--- src/atx_map.svh ---
// Register map, field positions, reset values and widths for the I2S transmit frame block
`ifndef ATX_MAP_SVH
`define ATX_MAP_SVH

// Printed offsets are not all multiples of four: they are indices
`define ATX_IDX_FRAME_DIV    16'h252c
`define ATX_IDX_MODE_CTRL    16'h252d
`define ATX_IDX_IFACE_CTRL   16'h2528
`define ATX_IDX_STATUS       16'h252f
`define ATX_ADDR_W           18

`define ATX_RST_FRAME_DIV    8'h00
`define ATX_RST_MODE_CTRL    8'h7e
`define ATX_RST_IFACE_CTRL   8'hc0

`define ATX_MODE_SHARE_BIT   7
`define ATX_MODE_MASTER_CLOCK_IDLE_POLARITY_BIT    6
`define ATX_MODE_REL_BIT     5
`define ATX_MODE_WIDTH_BIT   4
`define ATX_MODE_PULL_BIT    3
`define ATX_MODE_CHAN_HI     2
`define ATX_MODE_CHAN_LO     1
`define ATX_MODE_EN_BIT      0

`define ATX_IF_MS_BIT        7
`define ATX_IF_FMT_HI        6
`define ATX_IF_FMT_LO        5
`define ATX_IF_BCP_BIT       0

`define ATX_WORD_BITS        16
`define ATX_CNT_W            5

`endif

--- src/atx_pkg.sv ---
// Types shared by the I2S transmit frame block
package atx_pkg;

   typedef enum logic [1:0] {
      ATX_SILENT = 2'b00,
      ATX_RIGHT  = 2'b01,
      ATX_LEFT   = 2'b10,
      ATX_BOTH   = 2'b11
   } atx_chan_type;

   typedef enum logic [1:0] {
      ATX_FMT_I2S   = 2'b00,
      ATX_FMT_RIGHT = 2'b01,
      ATX_FMT_LEFT  = 2'b10,
      ATX_FMT_RSVD  = 2'b11
   } atx_fmt_type;

   typedef struct packed {
      logic mclk;
      logic bclk;
      logic lrck;
   } atx_clks_type;

   typedef struct packed {
      logic         share;
      logic         master_clock_idle_polarity;
      logic         rel;
      logic         width16;
      logic         pull;
      atx_chan_type chan;
      logic         enable;
   } atx_mode_type;

endpackage

--- src/atx_frame_div.sv ---
// Bit-clock to frame-clock divider with selectable edge
`timescale 1ns/1ps
`default_nettype none
module atx_frame_div
   import atx_pkg::*;
#(
   parameter int DIV_W = 8
) (
   input  wire logic             aclk,
   input  wire logic             aresetn,
   input  wire logic             run,
   input  wire logic [DIV_W-1:0] divider,
   input  wire logic             bclk_edge,
   output logic                  lrck,
   output logic                  lrck_toggle
);

   logic [DIV_W-1:0] count_q;

   // Half frame spans divider bit clocks: frame = bclk / (2 x divider)
   always_ff @(posedge aclk) begin
      if (!aresetn || !run || divider == '0) begin
         count_q <= '0;
         lrck    <= 1'b0;
      end else if (bclk_edge) begin
         if (count_q == divider - 1'b1) begin
            count_q <= '0;
            lrck    <= ~lrck;
         end else begin
            count_q <= count_q + 1'b1;
         end
      end
   end

   assign lrck_toggle = run && divider != '0 && bclk_edge
                        && count_q == divider - 1'b1;

endmodule // atx_frame_div
`default_nettype wire

--- src/atx_tx_ctrl.sv ---
// I2S transmit frame clock, mode control and serialiser with AXI4-Lite regs
//
// Contract
// - Frame clock is bit clock over twice divider
// - Divider zero stops the frame clock
// - Slave with share takes receiver clocks
// - Master clock idles high if polarity zero
// - Relation zero: frame changes on falling edge
// - Relation one: frame changes on rising edge
// - Width bit picks 16-bit or 8-bit moves
// - Pull bit allows automatic data transfer
// - Mode zero mutes, mode three sends both
// - Mode one right only, two left only
// - Enable bit turns the transmit port on
// - Format picks I2S or left justified; the right justified code acts as left
// - Inversion swaps the data change edge
// - Master drives clocks, slave takes them
`timescale 1ns/1ps
`default_nettype none
`include "atx_map.svh"
module atx_tx_ctrl
   import atx_pkg::*;
#(
   parameter int DIV_W = 8
) (
   input  wire logic                   aclk,
   input  wire logic                   aresetn,
   input  wire logic [`ATX_ADDR_W-1:0] s_axi_awaddr,
   input  wire logic                   s_axi_awvalid,
   output logic                        s_axi_awready,
   input  wire logic [31:0]            s_axi_wdata,
   input  wire logic [3:0]             s_axi_wstrb,
   input  wire logic                   s_axi_wvalid,
   output logic                        s_axi_wready,
   output logic [1:0]                  s_axi_bresp,
   output logic                        s_axi_bvalid,
   input  wire logic                   s_axi_bready,
   input  wire logic [`ATX_ADDR_W-1:0] s_axi_araddr,
   input  wire logic                   s_axi_arvalid,
   output logic                        s_axi_arready,
   output logic [31:0]                 s_axi_rdata,
   output logic [1:0]                  s_axi_rresp,
   output logic                        s_axi_rvalid,
   input  wire logic                   s_axi_rready,
   input  wire logic                   own_mclk,
   input  wire logic                   own_bclk,
   input  wire logic                   rx_mclk,
   input  wire logic                   rx_bclk,
   input  wire logic                   rx_lrck,
   input  wire logic                   ext_mclk,
   input  wire logic                   ext_bclk,
   input  wire logic                   ext_lrck,
   input  wire logic [15:0]            pcm_data,
   input  wire logic                   pcm_valid,
   output logic                        pcm_ready,
   output logic                        pcm_half,
   output atx_clks_type                tx_clks,
   output logic                        tx_clks_oe,
   output logic                        tx_sdata
);

   ////////////////////////////////////////////////////////////////////////
   // Register file

   logic [7:0]   frame_div_q;
   logic [7:0]   mode_q;
   logic [7:0]   iface_q;
   atx_mode_type mode;
   atx_fmt_type  fmt;
   logic         master;
   logic         bit_clock_inversion;

   assign mode   = atx_mode_type'(mode_q);
   assign fmt    = atx_fmt_type'(iface_q[`ATX_IF_FMT_HI:`ATX_IF_FMT_LO]);
   assign master = iface_q[`ATX_IF_MS_BIT];
   assign bit_clock_inversion    = iface_q[`ATX_IF_BCP_BIT];

   function automatic logic [15:0] reg_index(
      input logic [`ATX_ADDR_W-1:0] a);
      reg_index = a[`ATX_ADDR_W-1:2];
   endfunction

   logic [`ATX_ADDR_W-1:0] awaddr_q;
   logic [31:0]            wdata_q;
   logic [3:0]             wstrb_q;
   logic                   aw_have_q;
   logic                   w_have_q;
   logic                   do_write;

   assign s_axi_awready = !aw_have_q && !s_axi_bvalid;
   assign s_axi_wready  = !w_have_q && !s_axi_bvalid;
   assign do_write      = aw_have_q && w_have_q && !s_axi_bvalid;

   always_ff @(posedge aclk) begin
      if (!aresetn) begin
         aw_have_q <= 1'b0;
         awaddr_q  <= '0;
      end else if (s_axi_awvalid && s_axi_awready) begin
         aw_have_q <= 1'b1;
         awaddr_q  <= s_axi_awaddr;
      end else if (do_write) begin
         aw_have_q <= 1'b0;
      end
   end

   always_ff @(posedge aclk) begin
      if (!aresetn) begin
         w_have_q <= 1'b0;
         wdata_q  <= '0;
         wstrb_q  <= '0;
      end else if (s_axi_wvalid && s_axi_wready) begin
         w_have_q <= 1'b1;
         wdata_q  <= s_axi_wdata;
         wstrb_q  <= s_axi_wstrb;
      end else if (do_write) begin
         w_have_q <= 1'b0;
      end
   end

   logic wr_hit;
   assign wr_hit = reg_index(awaddr_q) == `ATX_IDX_FRAME_DIV
                || reg_index(awaddr_q) == `ATX_IDX_MODE_CTRL
                || reg_index(awaddr_q) == `ATX_IDX_IFACE_CTRL;

   always_ff @(posedge aclk) begin
      if (!aresetn) begin
         frame_div_q <= `ATX_RST_FRAME_DIV;
         mode_q      <= `ATX_RST_MODE_CTRL;
         iface_q     <= `ATX_RST_IFACE_CTRL;
      end else if (do_write && wstrb_q[0]) begin
         unique case (reg_index(awaddr_q))
            `ATX_IDX_FRAME_DIV:  frame_div_q <= wdata_q[7:0];
            `ATX_IDX_MODE_CTRL:  mode_q      <= wdata_q[7:0];
            `ATX_IDX_IFACE_CTRL: iface_q     <= wdata_q[7:0];
            default: ;
         endcase
      end
   end

   always_ff @(posedge aclk) begin
      if (!aresetn) begin
         s_axi_bvalid <= 1'b0;
         s_axi_bresp  <= 2'b00;
      end else if (do_write) begin
         s_axi_bvalid <= 1'b1;
         s_axi_bresp  <= wr_hit ? 2'b00 : 2'b10;
      end else if (s_axi_bready) begin
         s_axi_bvalid <= 1'b0;
      end
   end

   logic [7:0] status;
   logic       lrck;
   logic       chan_right_q;

   assign s_axi_arready = !s_axi_rvalid;

   always_ff @(posedge aclk) begin
      if (!aresetn) begin
         s_axi_rvalid <= 1'b0;
         s_axi_rdata  <= '0;
         s_axi_rresp  <= 2'b00;
      end else if (s_axi_arvalid && s_axi_arready) begin
         s_axi_rvalid <= 1'b1;
         s_axi_rresp  <= 2'b00;
         unique case (reg_index(s_axi_araddr))
            `ATX_IDX_FRAME_DIV:  s_axi_rdata <= {24'h0, frame_div_q};
            `ATX_IDX_MODE_CTRL:  s_axi_rdata <= {24'h0, mode_q};
            `ATX_IDX_IFACE_CTRL: s_axi_rdata <= {24'h0, iface_q};
            `ATX_IDX_STATUS:     s_axi_rdata <= {24'h0, status};
            default: begin
               s_axi_rdata <= '0;
               s_axi_rresp <= 2'b10;
            end
         endcase
      end else if (s_axi_rready) begin
         s_axi_rvalid <= 1'b0;
      end
   end

   ////////////////////////////////////////////////////////////////////////
   // Clock selection

   logic         run;
   logic         use_rx;
   atx_clks_type src;
   logic         bclk_q;
   logic         bclk_rise;
   logic         bclk_fall;
   logic         frame_edge;
   logic         data_edge;
   logic         gen_lrck;

   assign run    = mode.enable;
   assign use_rx = !master && mode.share;

   always_comb begin
      if (master) begin
         src = '{mclk: own_mclk, bclk: own_bclk, lrck: gen_lrck};
      end else if (use_rx) begin
         src = '{mclk: rx_mclk, bclk: rx_bclk, lrck: rx_lrck};
      end else begin
         src = '{mclk: ext_mclk, bclk: ext_bclk, lrck: ext_lrck};
      end
   end

   always_ff @(posedge aclk) begin
      if (!aresetn) begin
         bclk_q <= 1'b0;
      end else begin
         bclk_q <= src.bclk;
      end
   end

   assign bclk_rise  = src.bclk && !bclk_q;
   assign bclk_fall  = !src.bclk && bclk_q;
   assign frame_edge = mode.rel ? bclk_rise : bclk_fall;
   assign data_edge  = bit_clock_inversion ? bclk_rise : bclk_fall;

   atx_frame_div #(
      .DIV_W (DIV_W)
   ) u_div (
      .aclk        (aclk),
      .aresetn     (aresetn),
      .run         (run && master),
      .divider     (frame_div_q),
      .bclk_edge   (frame_edge),
      .lrck        (gen_lrck),
      .lrck_toggle ()
   );

   assign lrck = src.lrck;

   always_ff @(posedge aclk) begin
      if (!aresetn || !run) begin
         tx_clks    <= '{mclk: 1'b1, bclk: 1'b0, lrck: 1'b0};
         tx_clks_oe <= 1'b0;
      end else begin
         tx_clks_oe <= master;
         tx_clks.bclk <= src.bclk;
         tx_clks.lrck <= src.lrck;
         tx_clks.mclk <= src.mclk;
      end
      if (aresetn && !run) begin
         tx_clks.mclk <= ~mode.master_clock_idle_polarity;
      end
   end

   ////////////////////////////////////////////////////////////////////////
   // Data pull and serialiser

   logic [15:0] left_q;
   logic [15:0] right_q;
   logic [15:0] shift_q;
   logic        byte_phase_q;
   logic        lrck_q;
   logic        word_start;
   logic        delay_q;
   logic [`ATX_CNT_W-1:0] bit_cnt_q;

   // Pull stalls while disabled or when pull is cleared
   assign pcm_ready = run && mode.pull;
   assign pcm_half  = !mode.width16;
   assign status    = {5'h0, chan_right_q, lrck, run};

   always_ff @(posedge aclk) begin
      if (!aresetn) begin
         left_q       <= '0;
         right_q      <= '0;
         byte_phase_q <= 1'b0;
      end else if (pcm_valid && pcm_ready) begin
         if (mode.width16) begin
            left_q  <= right_q;
            right_q <= pcm_data;
         end else begin
            byte_phase_q <= ~byte_phase_q;
            if (byte_phase_q) begin
               right_q[7:0] <= pcm_data[7:0];
            end else begin
               left_q  <= right_q;
               right_q <= {pcm_data[7:0], 8'h00};
            end
         end
      end
   end

   function automatic logic [15:0] chan_word(
      input atx_chan_type m, input logic right, input logic [15:0] d);
      unique case (m)
         ATX_SILENT: chan_word = '0;
         ATX_RIGHT:  chan_word = right ? d : '0;
         ATX_LEFT:   chan_word = right ? '0 : d;
         ATX_BOTH:   chan_word = d;
      endcase
   endfunction

   // Left channel sits on the low frame level in I2S, high otherwise
   logic right_now;
   logic [15:0] next_word;
   assign right_now  = (fmt == ATX_FMT_I2S) ? lrck : !lrck;
   assign next_word  = chan_word(mode.chan, right_now,
                                 right_now ? right_q : left_q);
   assign word_start = data_edge && (lrck != lrck_q);

   always_ff @(posedge aclk) begin
      if (!aresetn || !run) begin
         lrck_q       <= 1'b0;
         shift_q      <= '0;
         tx_sdata     <= 1'b0;
         chan_right_q <= 1'b0;
         delay_q      <= 1'b0;
         bit_cnt_q    <= '0;
      end else if (data_edge) begin
         lrck_q <= lrck;
         if (word_start) begin
            chan_right_q <= right_now;
            shift_q <= next_word;
            delay_q <= fmt == ATX_FMT_I2S;
            bit_cnt_q <= '0;
            if (fmt != ATX_FMT_I2S) begin
               tx_sdata <= next_word[`ATX_WORD_BITS-1];
            end else begin
               // One-bit delay pushes the last bit past the frame edge
               tx_sdata <= !delay_q && shift_q[`ATX_WORD_BITS-2]
                           && bit_cnt_q < `ATX_CNT_W'(`ATX_WORD_BITS - 1);
            end
         end else if (delay_q) begin
            delay_q  <= 1'b0;
            tx_sdata <= shift_q[`ATX_WORD_BITS-1];
         end else if (bit_cnt_q < `ATX_CNT_W'(`ATX_WORD_BITS - 1)) begin
            bit_cnt_q <= bit_cnt_q + 1'b1;
            shift_q   <= {shift_q[14:0], 1'b0};
            tx_sdata  <= shift_q[`ATX_WORD_BITS-2];
         end else begin
            tx_sdata <= 1'b0;
         end
      end
   end

endmodule // atx_tx_ctrl
`default_nettype wire

--- config.mk ---
export PLATFORM = sky130hd
export DESIGN_NAME = atx_tx_ctrl
export DESIGN_NICKNAME = d
export VERILOG_FILES = /design/src/atx_pkg.sv /design/src/atx_frame_div.sv /design/src/atx_tx_ctrl.sv
export VERILOG_INCLUDE_DIRS = /design/src
export SDC_FILE = /design/constraint.sdc
export NUM_CORES = 1
export LEC_CHECK = 0
export ABC_AREA = 0
export BUFFER_PORTS_ARGS = -buffer_cell sky130_fd_sc_hd__buf_2
export CAP_MARGIN = 20
export CORE_MARGIN = 3
export CORE_UTILIZATION = 54
export CTS_CLUSTER_DIAMETER = 200
export CTS_CLUSTER_SIZE = 8
export DETAILED_ROUTE_END_ITERATION = 8
export PLACE_DENSITY_LB_ADDON = 0.2
export SLEW_MARGIN = 40
export SYNTH_ARGS = -nofsm -noshare
export SYNTH_HDL_FRONTEND = slang
export SYNTH_SLANG_ARGS = --single-unit
export TNS_END_PERCENT = 5
--- constraint.sdc ---
create_clock -name aclk -period 2.7 [get_ports aclk]
set_input_delay 0.54 -clock aclk [delete_from_list [all_inputs] [get_ports aclk]]
set_output_delay 0.54 -clock aclk [all_outputs]
set_load 0.05 [all_outputs]
; After elaboration in Yosys (flattened, before gate mapping)
; Index checks and enable logic that the tools add are counted.
; Widths: inputs -> output; s select.
[totals]
regBits = 163
inputBits = 104
out_inout_bits = 48
wordCells = 144
[op_classes]
addsub = 3
n_lt_le_gt_ge = 1
eq_ne = 14
mux = 38
bitwise = 4
n_reduce_logical = 54
[ops]
columns = cell, n
row1 = $mux 16, 9
row2 = $eq 16x14->1 const B, 7
row3 = $pmux 16 s4, 1
row4 = $pmux 8 s4, 1
row5 = $mux 8, 3
row6 = $logic_and 1x1->1, 18
row7 = $mux 1, 16
row8 = $mux 5, 3
row9 = $reduce_and 2->1, 7
row10 = $logic_not 1->1, 13
row11 = $reduce_bool 2->1, 6
row12 = $mux 3, 3
row13 = $add 8x1->8 const B, 1
row14 = $eq 8x8->1, 1
row15 = $logic_not 8->1, 1
row16 = $sub 8x1->8 const B, 1
row17 = $add 5x1->5 const B, 1
row18 = $logic_or 1x1->1, 5
row19 = $lt 5x4->1 const B, 1
row20 = $eq 2x2->1 const B, 2
row21 = $logic_not 2->1, 2
row22 = $mux 2, 2
row23 = $ne 2x2->1 const B, 2
row24 = $not 1->1, 4
row25 = 4 further kinds, 4

; Depth between registers and ports, before layout
[logic_depth]
word_depth = 11
mapped_depth = 8
mapped_depth_nobuf = 7

; Cells and area by module
; A second synthesis with hierarchy kept.
[hier_totals]
cells_unflattened = 730
area_unflattened_um2 = 6117.1
[by_module_without_submodules]
columns = mod, n_inst, cells_per_inst, area_per_inst_um2, seq_area_each_um2
row1 = atx_tx_ctrl, 1, 650, 5435.2, 2522.4
row2 = atx_frame_div, 1, 80, 681.9, 180.2

; Least setup slack after synthesis
; No wires, ideal clock.
[synth_path]
path_type = reg2reg
startpoint = register s_axi_bvalid
endpoint = register awaddr_q[10]
setup_time_ns = 0.070
arrival_time_ns = 2.174
t_required_ns = 2.630
slack_ns = 0.455
stages_incl_launch_ff = 7
path_buffers = 2
period_less_slack_ns = 2.245
path_cell_list = dfxtp_1 > nor2_1 > and2_1 > clkbuf_1 > clkbuf_1 > nand2_1 > a21oi_1
[synth_between]
elab_chain_cells = 3
[synth_rtl]
columns = element, line_no
row1 = from (decl), atx_tx_ctrl.sv:36  ; output logic s_axi_bvalid,
row2 = from (signal assigned), atx_tx_ctrl.sv:142  ; s_axi_bvalid <= 1'b0;
row3 = from (signal assigned), atx_tx_ctrl.sv:145  ; s_axi_bvalid <= 1'b1;
row4 = from (signal assigned), atx_tx_ctrl.sv:148  ; s_axi_bvalid <= 1'b0;
row5 = $logic_not 1->1, atx_tx_ctrl.sv:90  ; assign s_axi_awready = !aw_have_q && !s_axi_bvalid;
row6 = $logic_and 1x1->1, atx_tx_ctrl.sv:90
row7 = via s_axi_awready, atx_tx_ctrl.sv:30  ; output logic s_axi_awready,
row8 = $logic_and 1x1->1, atx_tx_ctrl.sv:98  ; end else if (s_axi_awvalid && s_axi_awready) begin
row9 = to (signal assigned), atx_tx_ctrl.sv:100  ; awaddr_q <= s_axi_awaddr;
row10 = to (decl), atx_tx_ctrl.sv:83  ; logic [`ATX_ADDR_W-1:0] awaddr_q;
; The timed path passes the listed nets, and every way through them passes these cells.
; A chain may end at the register's enable or synchronous reset.

; Worst setup path in the final report
[layout_path]
startpoint = register mode_q[7], in the netlist mode[7]
endpoint = register shift_q[9]
[layout_between]
elab_chain_cells = 9
elab_cells_between_ends = 19
cone_classes = 2 x eq/ne / 9 x mux / 8 x reduce/logical
[layout_rtl]
columns = element, line_no
row1 = from (decl), atx_tx_ctrl.sv:66  ; logic [7:0] mode_q;
row2 = from (signal assigned), atx_tx_ctrl.sv:128  ; mode_q <= `ATX_RST_MODE_CTRL;
row3 = from (signal assigned), atx_tx_ctrl.sv:133  ; `ATX_IDX_MODE_CTRL: mode_q <= wdata_q[7:0];
row4 = $logic_and 1x1->1 (*), atx_tx_ctrl.sv:195  ; assign use_rx = !master && mode.share;
row5 = $mux 3 (*), atx_tx_ctrl.sv:200  ; end else if (use_rx) begin
row6 = $mux 3 (*), atx_tx_ctrl.sv:198  ; if (master) begin
row7 = $logic_not 1->1 (on tied branches), "atx_tx_ctrl.sv:300, atx_tx_ctrl.sv:216"
row8 = $mux 1 or $logic_and 1x1->1 (tied branches), "atx_tx_ctrl.sv:300, atx_tx_ctrl.sv:216"
row9 = $mux 16 or $mux 1 (tied branches), "atx_tx_ctrl.sv:302, atx_tx_ctrl.sv:218"
row10 = $mux 16 (tied with other cells), atx_tx_ctrl.sv:292  ; ATX_LEFT: chan_word = right ? '0 : d;
row11 = $pmux 16 s4 (tied with other cells), atx_tx_ctrl.sv:289  ; unique case (m)
row12 = $mux 16 or $reduce_and 3->1 (tied branches), --
row13 = to (signal assigned), atx_tx_ctrl.sv:317  ; shift_q <= next_word;
row14 = to (signal assigned), atx_tx_ctrl.sv:332  ; shift_q <= {shift_q[14:0], 1'b0};
row15 = to (decl), atx_tx_ctrl.sv:254  ; logic [15:0] shift_q;
; Every way passes the cells marked *; elsewhere a longest branch is shown, timed or not.

==> key figures <==
Finish
  – Ant. Diodes: 0
  – Synth-to-Final Area Change: 15.9%
  – Layout cells sized above 1: 18.3%
  – Multi-input logic area: 3360 sq um
  – Register area: 2700 sq um
  – Final core occ: 64.7%
  – Layout net count: a little under 1000
  – Layout Cells excl Fill: 1012
  – Number of fill cells: 977
  – Most frequent cells in the layout: nand2_1, dfxtp_1, buf_2
  – Most common cell after layout, fill and taps aside: nand2_1

Worst setup path
  – Critical R2R Launch: mode[7]$_SDFFE_PN0P_
  – Crit-path leading delay family: compound AO/OA/AOI/OAI gates
  – Reg2reg setup slack: around 0.24 ns
  – CP endpoint kind: flop
  – Worst endpoint required time: 2.96 ns
  – Max stage delay cell, worst path: mux2i_1
  – CP max FO: 15
  – Kind of critical path: flop to flop
  – Worst stage delay on the critical path: about 0.59 ns
  – R2R cell count: 5
  – Worst r2r dst: shift_q[9]$_SDFFE_PP0P_
  – CP Depth: 5
  – Cell chain of the critical path: mux2i_1 > a211o_1 > a21oi_1 > a311oi_1 > o32ai_1
  – CP startpoint kind: flop
  – Critical path arrival: roughly 2.7 ns
  – Buffers & Inverters on Critical Path: 0

CTS
  – Clk Latency, worst-skew pair: 0.41 ns
  – Worst-path clk slew: 0.05 ns
  – PostCTS Resize Cnt: 0
  – Clk root buf: clkbuf_16
  – CTS Buf Count: 17
  – CTS tree: done
  – Hold Buf Count CTS: 0
  – Max Root-Sink Buffers: 2
  – H-tree levels: 4
  – CTS sink cnt: 135
  – Setup bufs post-CTS: 0

Synth
  – Area of the mapped netlist: 6430 sq um
  – Synth area leader: dfxtp_1
  – Mapped Avg Cell Area: 8.37 sq um
  – Yosys cell types: just under 70
  – Share of the synthesized area in the top cell type: roughly 42%
  – Ys flop type: dfxtp_1
  – Synth Warn #: 0
  – Seq cells post-synth: 135
  – Post-synth EDFFs: 0
  – Synth async-reset ratio: 0%
  – Sequential element share of the synthesized area: a little over two fifths
  – Synth top area cells: dfxtp_1, nand2_1, a21oi_1
  – Synth Instances: roughly 770

Timing
  – Unrepaired setup endpoints after global routing: no
  – Worst Tran Pin Value: 0.762 ns
  – Fin Setup TNS: 0 ns
  – Final hold violations: 0
  – # setup viols final: 0
  – Tcrit/Tclk final: 91.0%
  – Final Slew Violations: 0
  – Clock skew: 0.00801 ns
  – Hold Slack: 0.306 ns
  – Max Fclk: a little over 400 MHz
  – Tmin final: 2.46 ns
  – Slew margin rel.: roughly 49%

Detailed routing
  – DRT iter0 DRCs: around 330
  – # DRC: 0
  – Drt pass-1 iters: 5
  – ANT nets after route: 0
  – Drt total wl: roughly 16000 um
  – Via count: 5804
  – Post-DR vias/cell: ~5.7
  – DR WL/cell: 15.6 um

Pwr
  – PnR Total Power: 4.46 mW
  – Leakage: 2.81 nW
  – Pwr Density: between 500 and 600 nW/um^2
  – Max VDD drop: 0.000403 V

Hold path
  – Worst Hold Class: primary input to flop
  – Hold Path Cell Cnt: 2
  – Hold Path End: s_axi_rvalid$_SDFFE_PN0P_
  – Hold Crit Start: s_axi_rready

Floorplanning
  – Die X: 115 um
  – Total I/O pin count: 152
  – Die area: ~13000 sq um
  – Site row count: 39
  – Core Box Area: 11500 sq um
  – Chip height: 115 um
  – Effective utilization at floorplan: between 50 and 60%

Place
  – Placed cells: just under 1000
  – GPL Wtd Cong: 0.917
  – IO Port Bufs: 94
  – Dpl hpwl: 11300 um

Global routing
  – First-pass GRT wire length: around 26000 um
  – All-Layer GR Usage: 24.3%
  – Antenna violations before repair: 0
  – Vias in the first global route: 5360
  – Grt ovf: 0
  – Largest net degree at the start of global routing: 48

Flow run
  – Total of max-cap violations: 0

Outcome
  – Status: finished, final reports clean
-- per-stage QoR --
stage / setup WS (ns) / cell area [sq um]
after global routing: 0.000525 / 7450
after global placement: 0.309 / 6930
after floorplan: 0.455 / 6520
after detailed placement: 0.224 / 6930
after CTS: 0.280 / 7450
final: 0.242 / 7450
-- metal layers --
layer | global-route usage, % | part of all wire (%)
met1 | 32.6 | 44
met4 | 8.06 | 1.4
met2 | 39.4 | 46
met3 | 4.84 | 8.5
met5 | 0 | 0
-- power by group --
| part | total [mW] | internal (mW) | switching [mW] |
|---|---|---|---|
| Combinational | 0.324 | 0.0920 | 0.232 |
| Clock | 2.08 | 1.29 | 0.787 |
| Sequential | 2.05 | 2.03 | 0.0271 |
| Total | 4.46 | 3.41 | 1.05 |
-- registers in the layout, summed over array words and instances, names as in the netlist, 8 cells and up --
name	cells
left_q	16
shift_q	16
s_axi_rdata	8
u_div.count_q	8
iface_q	8
right_q	16
wdata_q	8
frame_div_q	8
mode	8
awaddr_q	16
-- cells by family after synthesis --
logic type,synth area share (%)
DFF,42.0
AOI/OAI and AO/OA,20.3
muxes,6.60
xor gates and xnor gates,2.18
and+or+nand+nor,20.8
other,0.0583
buffers and inverters,7.26
adders and majority gates,0.778
-- cell type report --
| type | count | share of cell area [%] |
|---|---|---|
| Sequential cell | 135 | 36.3 |
| Multi-Input combinational cell | 567 | 45.1 |
| Inverter | 30 | 1.51 |
| Tap cell | 143 | 2.40 |
| Timing Repair Buffer | 108 | 7.72 |
| Clock buffer | 24 | 6.33 |
| Clock inverter | 5 | 0.671 |
-- synthesized netlist by cell type (3+ instances only) --
| cell type | instances |
|---|---|
| dfxtp_1 | 135 |
| nor4_4 | 3 |
| buf_6 | 3 |
| o21ai_0 | 17 |
| mux2i_1 | 33 |
| nand2_1 | 148 |
| and2_1 | 8 |
| o31ai_1 | 4 |
| nand2b_1 | 4 |
| inv_1 | 28 |
| ha_1 | 4 |
| buf_4 | 26 |
| o32ai_1 | 15 |
| buf_2 | 4 |
| xnor2_1 | 10 |
| nor3_1 | 14 |
| and3_1 | 3 |
| clkbuf_1 | 27 |
| nand3_1 | 22 |
| nor2_1 | 63 |
| nand4_1 | 3 |
| a22oi_1 | 10 |
| a21oi_1 | 82 |
| o211ai_1 | 6 |
| a311oi_1 | 16 |
| xor2_1 | 6 |
| mux2_2 | 7 |
| a211oi_1 | 16 |
-- how the worst max path moves through the flow --
stage | slack (ns) | end | from
floorplan | 0.46 | awaddr_q[10]$_SDFFE_PN0P_ | s_axi_bvalid$_SDFFE_PN0P_
global placement | 0.31 | shift_q[7]$_SDFFE_PP0P_ | rx_lrck
detailed placement | 0.22 | shift_q[8]$_SDFFE_PP0P_ | rx_lrck
CTS | 0.28 | shift_q[9]$_SDFFE_PP0P_ | mode[7]$_SDFFE_PN0P_
global route | 0.0005 | shift_q[5]$_SDFFE_PP0P_ | mode[7]$_SDFFE_PN0P_
finish | 0.24 | shift_q[9]$_SDFFE_PP0P_ | mode[7]$_SDFFE_PN0P_
Note: power is estimated with default switching activity, not from simulation.
